`config.mk`:
```
export PLATFORM = sky130hd
export DESIGN_NAME = pcp_core
export DESIGN_NICKNAME = d
export VERILOG_FILES = /design/src/pcp_pkg.sv /design/src/pcp_core.sv
export SDC_FILE = /design/constraint.sdc
export NUM_CORES = 1
export LEC_CHECK = 0
export BUFFER_PORTS_ARGS = -buffer_cell sky130_fd_sc_hd__buf_2
export CELL_PAD_IN_SITES_DETAIL_PLACEMENT = 1
export CELL_PAD_IN_SITES_GLOBAL_PLACEMENT = 1
export CORE_ASPECT_RATIO = 0.5
export CORE_UTILIZATION = 33
export CTS_BUF_LIST = sky130_fd_sc_hd__clkbuf_8
export DETAILED_ROUTE_END_ITERATION = 6
export GPL_ROUTABILITY_DRIVEN = 0
export PLACE_DENSITY_LB_ADDON = 0.1
export SKIP_CTS_REPAIR_TIMING = 1
export SLEW_MARGIN = 10
export SYNTH_ARGS = -nofsm -noshare
export SYNTH_HDL_FRONTEND = slang
export SYNTH_SLANG_ARGS = --single-unit
```
`constraint.sdc`:
```
create_clock -name I_CLK -period 1.43 [get_ports I_CLK]
set_input_delay 0.2145 -clock I_CLK [delete_from_list [all_inputs] [get_ports I_CLK]]
set_output_delay 0.2145 -clock I_CLK [all_outputs]
set_load 0.02 [all_outputs]
```
`src/pcp_pkg.sv`:
```
// constants and types for the program counter and paging core
// How it works
// - counter width is 9, 10 or 11 bits by variant, for 512, 1K, 2K words
// - fetch addresses beyond implemented memory wrap to an implemented location
// - reset starts at the top location: 1FFh, 3FFh or 7FFh
// - a no-op at the reset vector advances and wraps to 000h
// - counter holds next address and increments each cycle unless loaded
// - jump loads counter bits 8 to 0 from the nine-bit address field
// - above 512 words, status bit 5 gives counter bit 9; at 2K words status bit 6 also gives bit 10
// - call or low-byte write loads bits 7 to 0 and clears bit 8
// - counter low byte in data memory maps onto counter bits 7 to 0
// - move, add or bit-set to the low byte act as computed jumps
// - above 512 words pages come from one or two status bits
// - above 32 registers, data banks come from file select register bits
// - config-load copies working register into 6-bit write-only config; top bits zero
// - reset sets config bits 5 to 0 to one
// - config bit 5: one counts external timer pin, zero counts cycle clock
// - config bit 4: one counts falling edges, zero rising edges
// - config bit 3: one gives prescaler to watchdog, zero to timer
// - rate codes 000..111 give timer 1:2..1:256, watchdog 1:1..1:128
package pcp_pkg;
  localparam int          PC_W_512      = 9;
  localparam int          PC_W_1K       = 10;
  localparam int          PC_W_2K       = 11;
  localparam int          PC_W_MAX      = 11;
  localparam logic [10:0] RESET_VEC_512 = 11'h1FF;
  localparam logic [10:0] RESET_VEC_1K  = 11'h3FF;
  localparam logic [10:0] RESET_VEC_2K  = 11'h7FF;
  localparam logic [7:0]  ADDR_LOW_BYTE = 8'h02;
  localparam logic [7:0]  ADDR_STATUS   = 8'h03;
  localparam logic [7:0]  ADDR_FILE_SEL = 8'h04;
  localparam int          STAT_PAGE_LO  = 5;
  localparam int          STAT_PAGE_HI  = 6;
  localparam int          FSEL_BANK_LO  = 5;
  localparam int          FSEL_BANK_HI  = 6;
  localparam logic [5:0]  CFG_RESET     = 6'h3F;
  localparam int          CFG_SRC_BIT   = 5;
  localparam int          CFG_EDGE_BIT  = 4;
  localparam int          CFG_ASSIGN_BIT = 3;
  localparam int          DATA_REGS_SMALL = 32;
  typedef enum logic [1:0] {
    PCP_V512 = 2'b00,
    PCP_V1K  = 2'b01,
    PCP_V2K  = 2'b10
  } pcp_variant_e;
  typedef enum logic [2:0] {
    PCP_OP_NONE  = 3'b000,
    PCP_OP_JUMP  = 3'b001,
    PCP_OP_CALL  = 3'b010,
    PCP_OP_LOWWR = 3'b011,
    PCP_OP_CFG   = 3'b100
  } pcp_op_e;
endpackage

```
`src/pcp_core.sv`:
```
// program counter, paging, banking and prescaler configuration
`timescale 1ns/1ps
module pcp_core #(
  parameter pcp_pkg::pcp_variant_e VARIANT   = pcp_pkg::PCP_V2K,
  parameter int                    DATA_REGS = 72
) (
  input  wire logic             I_CLK,
  input  wire logic             I_RST_B,
  input  wire pcp_pkg::pcp_op_e I_OP,
  input  wire logic [8:0]       I_INSTR_ADDR,
  input  wire logic [7:0]       I_RESULT,
  input  wire logic [7:0]       I_W_REG,
  input  wire logic [7:0]       I_STATUS,
  input  wire logic             I_FILE_WR,
  input  wire logic [7:0]       I_FILE_ADDR,
  input  wire logic [7:0]       I_FILE_WDATA,
  output logic [10:0]           O_INSTRUCTION_POINTER,
  output logic [7:0]            O_COUNTER_LOW_BYTE,
  output logic [1:0]            O_DATA_BANK,
  output logic                  O_TIMER_SRC_SEL,
  output logic                  O_TIMER_EDGE_SEL,
  output logic                  O_PRESCALER_ASSIGN,
  output logic [2:0]            O_PRESCALE_RATE,
  output logic [8:0]            O_TIMER_DIV_RATIO,
  output logic [7:0]            O_WDOG_DIV_RATIO
);
  import pcp_pkg::*;

  ////////////////////////////////////////////////////////////////////////
  // variant sizing
  localparam int PC_W = (VARIANT == PCP_V512) ? PC_W_512 :
                        (VARIANT == PCP_V1K) ? PC_W_1K : PC_W_2K;
  localparam logic [10:0] PC_MASK = 11'(({PC_W_MAX{1'b1}}) >> (PC_W_MAX - PC_W));
  localparam logic [10:0] RESET_VEC = (VARIANT == PCP_V512) ? RESET_VEC_512 :
                                      (VARIANT == PCP_V1K) ? RESET_VEC_1K : RESET_VEC_2K;

  function automatic logic [10:0] wrap_pc(input logic [10:0] a);
    wrap_pc = a & PC_MASK;
  endfunction

  function automatic logic [1:0] page_bits(input logic [7:0] st);
    if (VARIANT == PCP_V512) begin
      page_bits = 2'h0;
    end else if (VARIANT == PCP_V1K) begin
      page_bits = {1'b0, st[STAT_PAGE_LO]};
    end else begin
      page_bits = {st[STAT_PAGE_HI], st[STAT_PAGE_LO]};
    end
  endfunction

  ////////////////////////////////////////////////////////////////////////
  // reset synchroniser
  logic rst_s1_r;
  logic rst_s2_r;
  always_ff @(posedge I_CLK or negedge I_RST_B) begin
    if (!I_RST_B) begin
      rst_s1_r <= 1'b0;
      rst_s2_r <= 1'b0;
    end else begin
      rst_s1_r <= 1'b1;
      rst_s2_r <= rst_s1_r;
    end
  end
  wire rst_b = rst_s2_r;

  ////////////////////////////////////////////////////////////////////////
  // program counter
  logic [10:0] pc_r;
  logic [10:0] pc_nxt;
  wire         low_wr = (I_OP == PCP_OP_LOWWR) ||
                        (I_FILE_WR && (I_FILE_ADDR[4:0] == ADDR_LOW_BYTE[4:0]));
  wire  [7:0]  low_val = (I_OP == PCP_OP_LOWWR) ? I_RESULT : I_FILE_WDATA;

  always_comb begin
    pc_nxt = wrap_pc(pc_r + 11'h001);
    if (I_OP == PCP_OP_JUMP) begin
      pc_nxt = wrap_pc({page_bits(I_STATUS), I_INSTR_ADDR});
    end else if (I_OP == PCP_OP_CALL) begin
      pc_nxt = wrap_pc({page_bits(I_STATUS), 1'b0, I_INSTR_ADDR[7:0]});
    end else if (low_wr) begin
      pc_nxt = wrap_pc({page_bits(I_STATUS), 1'b0, low_val});
    end
  end

  always_ff @(posedge I_CLK or negedge rst_b) begin
    if (!rst_b) begin
      pc_r <= RESET_VEC;
    end else begin
      pc_r <= pc_nxt;
    end
  end

  ////////////////////////////////////////////////////////////////////////
  // data bank select
  logic [1:0] bank_r;
  always_ff @(posedge I_CLK or negedge rst_b) begin
    if (!rst_b) begin
      bank_r <= 2'h0;
    end else if (I_FILE_WR && (I_FILE_ADDR[4:0] == ADDR_FILE_SEL[4:0]) && (DATA_REGS > DATA_REGS_SMALL)) begin
      bank_r <= I_FILE_WDATA[FSEL_BANK_HI:FSEL_BANK_LO];
    end
  end

  ////////////////////////////////////////////////////////////////////////
  // prescaler configuration
  logic [5:0] cfg_r;
  always_ff @(posedge I_CLK or negedge rst_b) begin
    if (!rst_b) begin
      cfg_r <= CFG_RESET;
    end else if (I_OP == PCP_OP_CFG) begin
      cfg_r <= I_W_REG[5:0];
    end
  end

  ////////////////////////////////////////////////////////////////////////
  // outputs, all registered
  always_ff @(posedge I_CLK or negedge rst_b) begin
    if (!rst_b) begin
      O_INSTRUCTION_POINTER <= RESET_VEC;
      O_COUNTER_LOW_BYTE    <= RESET_VEC[7:0];
      O_DATA_BANK           <= 2'h0;
      O_TIMER_SRC_SEL       <= CFG_RESET[CFG_SRC_BIT];
      O_TIMER_EDGE_SEL      <= CFG_RESET[CFG_EDGE_BIT];
      O_PRESCALER_ASSIGN    <= CFG_RESET[CFG_ASSIGN_BIT];
      O_PRESCALE_RATE       <= CFG_RESET[2:0];
      O_TIMER_DIV_RATIO     <= 9'h002 << CFG_RESET[2:0];
      O_WDOG_DIV_RATIO      <= 8'h01 << CFG_RESET[2:0];
    end else begin
      O_INSTRUCTION_POINTER <= pc_nxt;
      O_COUNTER_LOW_BYTE    <= pc_nxt[7:0];
      O_DATA_BANK           <= bank_r;
      O_TIMER_SRC_SEL       <= cfg_r[CFG_SRC_BIT];
      O_TIMER_EDGE_SEL      <= cfg_r[CFG_EDGE_BIT];
      O_PRESCALER_ASSIGN    <= cfg_r[CFG_ASSIGN_BIT];
      O_PRESCALE_RATE       <= cfg_r[2:0];
      O_TIMER_DIV_RATIO     <= 9'h002 << cfg_r[2:0];
      O_WDOG_DIV_RATIO      <= 8'h01 << cfg_r[2:0];
    end
  end
endmodule

```
* After elaboration in Yosys (flattened, before gate mapping) *
Cells that the tools add are included.

cells by class
  add/subtract/negate cells = 1
  eq/ne operators = 6
  shift operators = 2
  muxes and demuxes = 4
  reduce and logical (&&, ||, !) cells = 3

operator list
  operator                                                                number
  11-bit two-way mux                                                      3
  11-bit by 1-bit adder with 11-bit output (second input constant)        1
  2-bit by 3-bit left shift with 9-bit output (first input constant)      1
  8-bit two-way mux                                                       1
  1-bit by 3-bit left shift with 8-bit output (first input constant)      1
  3-bit by 2-bit equality test with 1-bit output (second input constant)  2
  5-bit by 2-bit equality test with 1-bit output (second input constant)  1
  5-bit by 3-bit equality test with 1-bit output (second input constant)  1
  3-bit by 1-bit equality test with 1-bit output (second input constant)  1
  3-bit equality test (second input constant)                             1
  1-bit logical AND                                                       2
  1-bit logical OR                                                        1

storage, ports and cells
  bits in registers = 54
  bits of input ports = 55
  output and inout port bits = 44
  word-level logic and storage cells = 29

* Depth between registers and ports, before layout *
Gate-level depths: netlist of run 1.

  word-level depth = 6
  depth in mapped cells = 5
  gate-level depth less buffers = 5

* Least setup slack after synthesis of run 1 *
OpenSTA, ideal clock, no wires.

  kind = input -> register
  start point = input I_FILE_ADDR[0]
  end point = register bank_r[0]
  setup time = 0.125 ns
  data arrival time = 1.468 ns
  data required time = 1.305 ns
  slack = -0.163 ns
  stages on the path = 3
  path buffers = 0
  cell sequence = or4b_4 or3b_4 mux2_4

between the ends
  longest elaborated chain between the ends = 2

RTL lines
  element                                         line             text
  start: declaration                              pcp_core.sv:15   input wire logic [7:0] I_FILE_ADDR,
  5-bit by 3-bit equality test with 1-bit output  pcp_core.sv:99   end else if (I_FILE_WR && (I_FILE_ADDR[4:0] == ADDR_FILE_SEL[4:0]) && (DATA_REGS > DATA_REGS_SMALL)) begin
  1-bit logical AND                               pcp_core.sv:99
  end signal: assignment                          pcp_core.sv:100  bank_r <= I_FILE_WDATA[FSEL_BANK_HI:FSEL_BANK_LO];
  end: declaration                                pcp_core.sv:95   logic [1:0] bank_r;

No other way between the ends.
A chain may end at the register's enable or synchronous reset.

* Final worst setup path of run 1 *
  start point = input I_FILE_ADDR[0]
  end point = register bank_r[1]

The elaborated chain is that of the path after synthesis.

==> results of run 1 <==
[layout make-up]
| class | count | area [um^2] | area share (%) |
|---|---|---|---|
| clock buffers | 6 | 82.6 | 3.42 |
| clock inverters | 2 | 11.3 | 0.467 |
| multi-input cells | 94 | 709 | 29.4 |
| flip-flops and latches | 37 | 956 | 39.6 |
| well taps | 70 | 87.6 | 3.63 |
| repair buffers | 104 | 566 | 23.4 |
[power breakdown]
| group | switching (W) | leakage, nW | internal, W |
|---|---|---|---|
| logic | 0.000719 | 0.686 | 0.000519 |
| registers | 0.000178 | 0.420 | 0.00137 |
| clock network | 0.000374 | 0.0486 | 0.000385 |
| total | 0.00127 | 1.15 | 0.00227 |
[cells in the final DEF (no fill, tap or decap), types with 3 or more instances in the layout]
cell type / synthesis / routed
buf_2: 2 / 87
and3_1: 3 / 3
o22ai_1: 5 / 5
a31oi_1: 6 / 6
nand2_1: 12 / 12
dfrtp_1: 13 / 13
xor2_1: 4 / 4
o2bb2ai_1: 5 / 5
xnor2_1: 5 / 5
buf_4: 17 / 16
nor3b_1: 3 / 3
o21ai_0: 7 / 5
clkbuf_8: 0 / 6
nor2_1: 9 / 9
and3b_1: 3 / 3
dfstp_2: 24 / 24
mux2_2: 7 / 7
[cells by family after synthesis]
| logic type | after synthesis | synth area share [%] |
|---|---|---|
| compound gates | 27 | 10.1 |
| flops | 37 | 54.2 |
| other cells | 2 | 0.426 |
| xor+xnor | 9 | 4.47 |
| mux | 10 | 6.74 |
| simple gates | 45 | 15.0 |
| fa+ha+maj | 1 | 0.710 |
| buf+inv | 21 | 8.23 |
[layer usage]
metal,global-route usage (%),part of all wire [%],vias to the layer above
li1,-,-,702
met1,18.9,47,701
met5,0,0,-
met2,25.9,47,50
met4,4.23,0.64,0
met3,6.05,6.0,4
[registers in the layout (all words and copies together) (netlist names), 2 cells and up]
signal and cells:
O_COUNTER_LOW_BYTE 7, O_WDOG_DIV_RATIO 7, cfg_r 6, O_INSTRUCTION_POINTER 4
O_PRESCALE_RATE 3, O_DATA_BANK 2, bank_r 2
[metrics by stage]
| stage | cell area [um^2] | power (W) | utilization, % | setup WS [ns] |
|---|---|---|---|---|
| floorplan | 1770 | 0.00237 | - | -0.140 |
| global placement | 2250 | 0.00272 | 44.9 | -0.298 |
| detailed placement | 2250 | 0.00274 | 44.9 | -0.417 |
| CTS | 2350 | 0.00351 | 46.8 | -0.0986 |
| global route | 2410 | 0.00375 | 48.0 | -0.0189 |
| finish | 2410 | 0.00354 | 48.0 | 0.0148 |
[worst max-delay path, stage by stage]
cell	delay (ns)
buf_2	0.10
or4b_4	0.55
or3b_4	0.41
mux2_4	0.31
[worst max path at each step]
stage                               end  cells after the start  slack, ns                   from
3_5_place_dp      O_COUNTER_LOW_BYTE[0]                      5      -0.42         I_FILE_ADDR[0]
2_1_floorplan                 bank_r[0]                      3      -0.14         I_FILE_ADDR[0]
3_3_place_gp      O_COUNTER_LOW_BYTE[0]                      5      -0.30         I_FILE_ADDR[0]
4_1_cts           O_COUNTER_LOW_BYTE[0]                      5       -0.1         I_FILE_ADDR[0]
5_1_grt        O_INSTRUCTION_POINTER[8]                      5      -0.02  O_COUNTER_LOW_BYTE[0]
6_report                      bank_r[1]                      4       0.01         I_FILE_ADDR[0]
==> parameters.txt, run 1 <==
Parameter                              Value

Status
  Result of the run    finished, final reports clean

Pwr
  Leakage power    approximately 1.2 nW
  Ratio of total power to cell area    around 1500 nW/um^2
  Max VDD drop    0.000795 V

CTS
  Clock Tree Buf Depth    2
  H-tree depth reported by CTS    2
  Sink Count    37
  CTS tree    built
  Clock tree root buffer cell    clkbuf_8
  Number of clock buffers inserted by TritonCTS    5
  Reg clk slew, reported paths    0.08 ns
  Clock insertion delay at the later pin of the skew report    0.29 ns

Floorplan
  Initial Util    a little over a third
  Number of rows created at floorplan    18
  Area of the die    5660 um^2
  Chip width    105 um
  Core Region    between 5000 and 6000 um^2
  Die height    roughly 54 um
  Number of top-level design ports    99

STA
  Post-Route Setup TNS    0 ns
  Final number of setup-violating endpoints    0
  Headroom to the max-slew limit    64.3%
  Count of final max-slew check failures    0
  Worst clock skew on the final layout    between 0.008 and 0.009 ns
  Max Clk Rate    between 0.7 and 0.8 GHz
  Period Utilization, post-route    between 90 and 100%
  Final count of hold timing violations    0
  Tightest Pin Transition    between 0.5 and 0.6 ns
  Worst hold-check slack    approximately 0.11 ns
  Time the worst path needs with I/O delays and setup    between 1 and 1.5 ns

Min path
  Source of the worst hold timing path    I_STATUS[6]
  Capture endpoint of the worst hold path    O_INSTRUCTION_POINTER[10]
  Number of cells on the worst hold path    3
  Worst min-delay path category    in2reg

Place
  Detail Placement HPWL    approximately 3200 um
  Number of placed instances with taps included    302
  Count of port buffers added during placement    between 80 and 90

Drt
  Number of violations reported at the end of detailed-routing iteration 0    12
  Number of detailed-route iterations in the first pass    4
  Antenna Violating Nets Remaining    0
  Count of vias placed by the detailed router    about 1,500
  Post-route DRC violation count    0
  Final wirelength    between 4000 and 5000 um
  DR WL/cell    13.5 um
  Detailed-route vias per instance    between 4 and 5

Global route
  Antenna violations before repair    0
  Residual overflow from global routing    0
  Vias in the first global route    1,349
  Largest net degree at the start of global routing    36
  Overall Global Routing Usage    about 15%
  Wire length of the first global-routing pass    ~6400 um

Setup path
  Worst flop-to-flop path endpoint    O_INSTRUCTION_POINTER[8]
  Category of the worst setup path capture point    flop
  Arrival time reported for the critical path endpoint    between 1.5 and 2 ns
  Max Fanout on Critical Path    4
  Slack of the worst reg-to-reg path    approximately 0.07 ns
  Worst R2R Start    O_COUNTER_LOW_BYTE[0]
  Critical Path Start Type    input pin
  Depth of the most critical reg-to-reg path    5
  Path type of the worst setup path    in2reg
  Worst Path Required    ~1.6 ns

Cells and area
  Fraction of layout instances using a drive strength above 1    between 60% and 70%
  Finished Layout Cells    between 300 and 400
  Final #Nets    a little under 300
  Number of filler cells placed in the layout    about 590
  Layout area overhead    36.8%
  Diodes inserted    0

Synth
  Synthesized area divided by synthesized cell count    between 10 and 15 um^2
  Count of cell types in the netlist    38
  Most common cell in the netlist    dfstp_2
  Sequential fraction of the synthesis area    54.2%
  Number of warnings issued by yosys    0
  Most area-hungry cell type in the Yosys netlist    dfstp_2
  Post-synth top area share    a little over a third
  Leading cell types by total area after synthesis    dfstp_2 (36%), dfrtp_1 (18%), buf_4 (7.2%)
  Net Count, Synth    about 210
  Count of flip-flops with a built-in enable after synthesis    0
  Primary flip-flop cell chosen by synthesis mapping    dfstp_2
  Summed instance area of the synthesized netlist    1760 um^2
  Most frequent cells after synthesis    dfstp_2 (24), buf_4 (17), dfrtp_1 (13)
  Number of cells produced by synthesis    between 150 and 200
  Total of flip-flops plus latches after synthesis    37
  Async set or reset register ratio after synthesis    100%

Run
  Max Cap Violations    0
No activity file was read; power rests on OpenSTA's default activity.
==> run 2, diff against run 1 <==
--- a/config.mk
+++ b/config.mk
@@ -13,6 +13,7 @@
 export CTS_BUF_LIST = sky130_fd_sc_hd__clkbuf_8
 export DETAILED_ROUTE_END_ITERATION = 6
 export GPL_ROUTABILITY_DRIVEN = 0
+export GPL_TIMING_DRIVEN = 0
 export PLACE_DENSITY_LB_ADDON = 0.1
 export SKIP_CTS_REPAIR_TIMING = 1
 export SLEW_MARGIN = 10
==> parameters.txt, run 2 (synthesis gave the netlist of run 1 again) <==
Parameter                              Value

STA
  Max Clk Rate    0.706 GHz (about the same)
  Count of final max-slew check failures    0 (unchanged)
  Tightest Pin Transition    0.759 ns (+0.227 ns)
  Headroom to the max-slew limit    49.4% (-15 points)
  Worst clock skew on the final layout    0.00547 ns (-0.00314 ns)
  Time the worst path needs with I/O delays and setup    1.42 ns (+0.00128 ns)
  Period Utilization, post-route    99.1% (about the same)
  Least setup slack across all paths after layout    0.0135 ns (-0.00128 ns)
  Final count of hold timing violations    0 (unchanged)
  RSZ-0062 raised after global routing    yes
  Final number of setup-violating endpoints    0 (unchanged)

Place
  Dpl cell area    2290 um^2 (+1.5%)
  Number of placed instances with taps included    308 (+2.0%)
  Count of port buffers added during placement    86 (unchanged)
  Detail Placement HPWL    3170 um (-0.77%)
  Setup slack after placement    -0.415 ns (+0.00252 ns)

Drt
  Final wirelength    4290 um (+1.1%)
  Count of vias placed by the detailed router    1,495 (+2.6%)
  Number of violations reported at the end of detailed-routing iteration 0    35 (+23)
  DR WL/cell    13.4 um (-1.1%)
  Antenna Violating Nets Remaining    0 (unchanged)
  Detailed-route vias per instance    4.67 (+0.36%)
  Number of detailed-route iterations in the first pass    2 (-2)
  Post-route DRC violation count    0 (unchanged)

Pwr
  Power Internal    0.00254 W (+12%)
  Register share of total power    41.6% (-2.0 points)
  Share of power burned in combinational logic    34.0% (-1.0 points)
  Clock group share of total power    24.4% (+3.0 points)
  Max VDD drop    0.000824 V (+3.7%)
  Ratio of total power to cell area    1520 nW/um^2 (+3.5%)
  Post-layout total power    0.00384 W (+8.5%)
  Sw Share    33.8% (-2.1 points)
  Sw power    0.00130 W (+2.2%)
  Leakage power    1.21 nW (+4.7%)

Cells and area
  Most common cell after layout, fill and taps aside    buf_2
  Final #Nets    305 (+2.3%)
  Largest registers in the final layout    O_COUNTER_LOW_BYTE (7), O_WDOG_DIV_RATIO (7), cfg_r (6)
  Finished Layout Cells    320 (+2.2%)
  Fraction of layout instances using a drive strength above 1    65.2% (+1.4 points)
  Diodes inserted    0 (unchanged)
  Post-route design area    2530 um^2 (+4.8%)
  Highest-count cells in the layout ignoring fill and taps    buf_2 (86), dfstp_2 (24), buf_4 (18)
  Layout area overhead    43.4%
  Share of the core filled with cells    50.3% (+2.3 points)

Status
  Result of the run    finished, final reports clean

CTS
  Number of clock buffers inserted by TritonCTS    5 (unchanged)
  Reg clk slew, reported paths    0.08 ns (about the same)
  Clock Tree Buf Depth    2 (unchanged)
  Clock insertion delay at the later pin of the skew report    0.28 ns (about the same)
  H-tree depth reported by CTS    2 (unchanged)
  CTS tree    built
  Clock tree root buffer cell    clkbuf_8
  Sink Count    37 (unchanged)

Setup path
  Critical Path Start Type    input pin
  Category of the worst setup path capture point    flop
  Depth of the most critical reg-to-reg path    5 (unchanged)
  Path type of the worst setup path    in2reg
  Worst setup path startpoint    I_FILE_ADDR[4]
  Slack of the worst reg-to-reg path    0.03 ns (-0.04 ns)
  End point of the critical path    bank_r[0]
  Worst flop-to-flop path endpoint    O_INSTRUCTION_POINTER[10]
  Arrival time reported for the critical path endpoint    1.59 ns (about the same)
  Max Fanout on Critical Path    5 (+1)
  Worst R2R Start    O_COUNTER_LOW_BYTE[1]
  Worst Path Required    1.60 ns (about the same)

Min path
  Worst min-delay path category    in2reg

Floorplan
  Area of the die    5660 um^2 (unchanged)
  Chip width    105 um (unchanged)
  Number of top-level design ports    99 (unchanged)
  Number of rows created at floorplan    18 (unchanged)
  Core Region    5020 um^2 (unchanged)
  Die height    53.7 um (unchanged)
  Initial Util    35.1% (unchanged)

Global route
  Wire length of the first global-routing pass    6590 um (+2.9%)
  Residual overflow from global routing    0 (unchanged)
  Overall Global Routing Usage    15.4% (+0.017 points)
  Largest net degree at the start of global routing    36 (unchanged)
  Vias in the first global route    1,408 (+4.4%)
  Antenna violations before repair    0 (unchanged)

Run
  Max Cap Violations    0 (unchanged)
## run 2: power groups by stage
stage	sequential, W	combinational (W)	clock, W
after floorplan	0.00178	0.000600	0
after global placement	0.00160	0.00117	0
after detailed placement	0.00161	0.00119	0
after CTS	0.00160	0.00119	0.000959
after global routing	0.00165	0.00140	0.00100
final	0.00160	0.00130	0.000938
## run 2: routing by layer
metal  global-route usage, %  up-vias  wire length, um
met5                       0        -                0
met4                    2.82        0               10
met3                    5.33        2              256
met2                    26.6       50             2070
met1                    19.3      729             1950
li1                        -      714                -
## run 2: layout make-up
| cell class | count | area (um^2) |
|---|---|---|
| fill | 572 | 2490 |
| sequential | 37 | 957 |
| multi-input combinational | 94 | 736 |
| timing repair buffer | 90 | 479 |
| buffer | 21 | 149 |
| tap | 70 | 87.6 |
| clock buffer | 6 | 82.6 |
| clock inverter | 2 | 37.5 |
## run 2: worst min path at each step
stage / start / endpoint / depth (start not counted)
floorplan: I_RST_B / rst_b / 0
global placement: I_RST_B / rst_b / 1
detailed placement: I_RST_B / rst_s1_r / 1
CTS: I_RST_B / rst_b / 1
global route: I_STATUS[6] / O_INSTRUCTION_POINTER[10] / 3
finish: I_STATUS[6] / O_INSTRUCTION_POINTER[10] / 3
## run 2: worst max-delay path, stage by stage
cell	delay [ns]
buf_6	0.09
or4b_4	0.56
or3b_4	0.41
mux2_4	0.31
## run 2: through the flow
step	setup TNS [ns]	hold slack, ns
2_1_floorplan	-0.519	-0.0811
3_3_place_gp	-4.70	-0.000885
3_5_place_dp	-4.66	0.00805
4_1_cts	-0.557	-0.302
5_1_grt	-0.103	0.116
6_report	0	0.126
==> run 3, diff against run 2 <==
--- a/config.mk
+++ b/config.mk
@@ -5,13 +5,13 @@
 export SDC_FILE = /design/constraint.sdc
 export NUM_CORES = 1
 export LEC_CHECK = 0
-export BUFFER_PORTS_ARGS = -buffer_cell sky130_fd_sc_hd__buf_2
 export CELL_PAD_IN_SITES_DETAIL_PLACEMENT = 1
 export CELL_PAD_IN_SITES_GLOBAL_PLACEMENT = 1
 export CORE_ASPECT_RATIO = 0.5
-export CORE_UTILIZATION = 33
+export CORE_UTILIZATION = 48
 export CTS_BUF_LIST = sky130_fd_sc_hd__clkbuf_8
 export DETAILED_ROUTE_END_ITERATION = 6
+export DONT_BUFFER_PORTS = 1
 export GPL_ROUTABILITY_DRIVEN = 0
 export GPL_TIMING_DRIVEN = 0
 export PLACE_DENSITY_LB_ADDON = 0.1
==> parameters.txt, run 3 (synthesis gave the netlist of run 1 again) <==
Parameter                              Value

Floorplan
  Area of the die    3930 um^2 (-30%)
  Number of top-level design ports    99 (unchanged)
  Initial Util    50.8% (+16 points)
  Chip width    87.7 um (-17%)
  Die height    44.9 um (-16%)
  Core Region    3470 um^2 (-31%)
  Number of rows created at floorplan    15 (-3)

STA
  Final number of setup-violating endpoints    5 (+5)
  Least setup slack across all paths after layout    -0.0800 ns (-0.0935 ns)
  RSZ-0062 raised after global routing    yes
  Post-Route Setup TNS    -0.256 ns (-0.256 ns)
  Max Clk Rate    0.662 GHz (-6.2%)
  Worst clock skew on the final layout    0.00892 ns (+0.00345 ns)
  Time the worst path needs with I/O delays and setup    1.51 ns (+0.0935 ns)
  Headroom to the max-slew limit    49.1% (-0.26 points)
  Period Utilization, post-route    106% (+6.5 points)
  Count of final max-slew check failures    0 (unchanged)
  Final count of hold timing violations    0 (unchanged)
  Tightest Pin Transition    0.763 ns (+0.00397 ns)

CTS
  Reg clk slew, reported paths    0.07 ns (about the same)
  Sink Count    37 (unchanged)
  Clock tree root buffer cell    clkbuf_8
  Number of clock buffers inserted by TritonCTS    5 (unchanged)
  CTS tree    built
  Clock insertion delay at the later pin of the skew report    0.28 ns (about the same)
  H-tree depth reported by CTS    2 (unchanged)
  Clock Tree Buf Depth    2 (unchanged)

Drt
  DR WL/cell    17.0 um (+27%)
  Detailed-route vias per instance    5.51 (+18%)
  Final wirelength    3630 um (-15%)
  Count of vias placed by the detailed router    1,180 (-21%)
  Number of detailed-route iterations in the first pass    4 (+2)
  Number of violations reported at the end of detailed-routing iteration 0    19 (-46%)
  Post-route DRC violation count    0 (unchanged)
  Antenna Violating Nets Remaining    0 (unchanged)

Cells and area
  Final #Nets    218 (-29%)
  Fraction of layout instances using a drive strength above 1    45.4% (-20 points)
  Finished Layout Cells    214 (-33%)
  Largest registers in the final layout    O_COUNTER_LOW_BYTE (7), O_WDOG_DIV_RATIO (7), cfg_r (6)
  Area taken by multi-input logic gates    718 um^2 (-2.4%)
  Diodes inserted    0 (unchanged)
  Number of filler cells placed in the layout    363 (-37%)
  Most common cell after layout, fill and taps aside    dfstp_2
  Layout area overhead    13.6%
  FF/Latch Area    957 um^2 (unchanged)
  Highest-count cells in the layout ignoring fill and taps    dfstp_2 (24), buf_4 (19), dfrtp_1 (12), nand2_1 (12), nor2_1 (8)
  Share of the core filled with cells    57.7% (+7.3 points)

Setup path
  Largest stage delay on the critical path    0.66 ns (+0.10 ns)
  Max Fanout on Critical Path    6 (+1)
  Slack of the worst reg-to-reg path    -0.08 ns (-0.11 ns)
  Bufs and invs on worst path    0 (-1)
  Category of the worst setup path capture point    flop
  Worst R2R Start    O_COUNTER_LOW_BYTE[0]
  Depth of the most critical reg-to-reg path    4 (-1)
  Top cell family by delay on the critical path    flip-flops
  Arrival time reported for the critical path endpoint    1.71 ns (+0.12 ns)
  Path type of the worst setup path    reg2reg
  Worst Path Required    1.63 ns (+0.03 ns)
  Worst flop-to-flop path endpoint    O_INSTRUCTION_POINTER[9]
  Critical Path Start Type    flop
  Slowest cell on the critical path    dfstp_2
  Series of cell instances along the critical path    and4_2, nand4_1, xor2_1, o21ai_0

Global route
  Antenna violations before repair    0 (unchanged)
  Vias in the first global route    1,113 (-21%)
  Largest net degree at the start of global routing    36 (unchanged)
  Residual overflow from global routing    0 (unchanged)
  Wire length of the first global-routing pass    5600 um (-15%)
  Overall Global Routing Usage    19.9% (+4.5 points)

Status
  Violated checks    setup timing
  Result of the run    complete, but fails checks

Pwr
  Power Internal    0.00212 W (-17%)
  Clock group share of total power    22.2% (-2.2 points)
  Ratio of total power to cell area    1650 nW/um^2 (+8.4%)
  Sw Share    35.7% (+1.9 points)
  Max VDD drop    0.00106 V (+28%)
  Leakage power    0.820 nW (-32%)
  Share of power burned in combinational logic    21.9% (-12 points)
  Register share of total power    56.0% (+14 points)
  Sw power    0.00118 W (-9.2%)

Min path
  Source of the worst hold timing path    I_STATUS[6]
  Worst min-delay path category    in2reg
  Number of cells on the worst hold path    2 (-1)
  Capture endpoint of the worst hold path    O_INSTRUCTION_POINTER[10]

Run
  Max Cap Violations    0 (unchanged)

Place
  Count of port buffers added during placement    0 (-100%)
  Setup slack after placement    -0.332 ns (+0.0828 ns)
  Detail Placement HPWL    2650 um (-16%)
  Number of placed instances with taps included    203 (-34%)
==> run 3: area by class of cell <==
cell class,count,area share [%]
plain buffers,21,7.25
clock buffers,6,4.12
repair buffers,3,1.25
flip-flops and latches,37,47.8
multi-input cells,94,35.9
clock inverters,2,0.562
well taps,51,3.19
==> run 3: power groups by stage <==
stage               combinational (W)  sequential, W  clock, W
floorplan                    0.000600        0.00178         0
global placement             0.000649        0.00184         0
detailed placement           0.000663        0.00185         0
CTS                          0.000667        0.00183  0.000759
global route                 0.000791        0.00190  0.000794
finish                       0.000722        0.00185  0.000732
==> run 3: worst max path at each step <==
stage                               start                   endpoint  slack, ns  cells past startpoint
floorplan                  I_FILE_ADDR[0]                  bank_r[0]      -0.14                      3
global placement           I_FILE_ADDR[0]      O_COUNTER_LOW_BYTE[0]      -0.25                      4
detailed placement         I_FILE_ADDR[0]      O_COUNTER_LOW_BYTE[0]      -0.33                      4
CTS                 O_COUNTER_LOW_BYTE[0]  O_INSTRUCTION_POINTER[10]      -0.20                      5
global route        O_COUNTER_LOW_BYTE[0]  O_INSTRUCTION_POINTER[10]      -0.16                      5
finish              O_COUNTER_LOW_BYTE[0]   O_INSTRUCTION_POINTER[9]      -0.08                      4
==> run 3: per-layer routing <==
layer / global-route usage [%] / routed length, um / vias up
met5: 0 / 0 / -
met4: 4.92 / 21 / 0
met3: 9.32 / 309 / 2
met2: 32.6 / 1850 / 57
met1: 24.3 / 1460 / 578
li1: - / - / 543
==> run 3: stage by stage <==
step	power, W	cell area (um^2)	hold slack (ns)
global placement	0.00249	1830	-0.0811
finish	0.00330	2000	0.0242
global route	0.00348	2000	0.0229
detailed placement	0.00251	1830	-0.0811
CTS	0.00326	1930	-0.390
floorplan	0.00237	1770	-0.0811
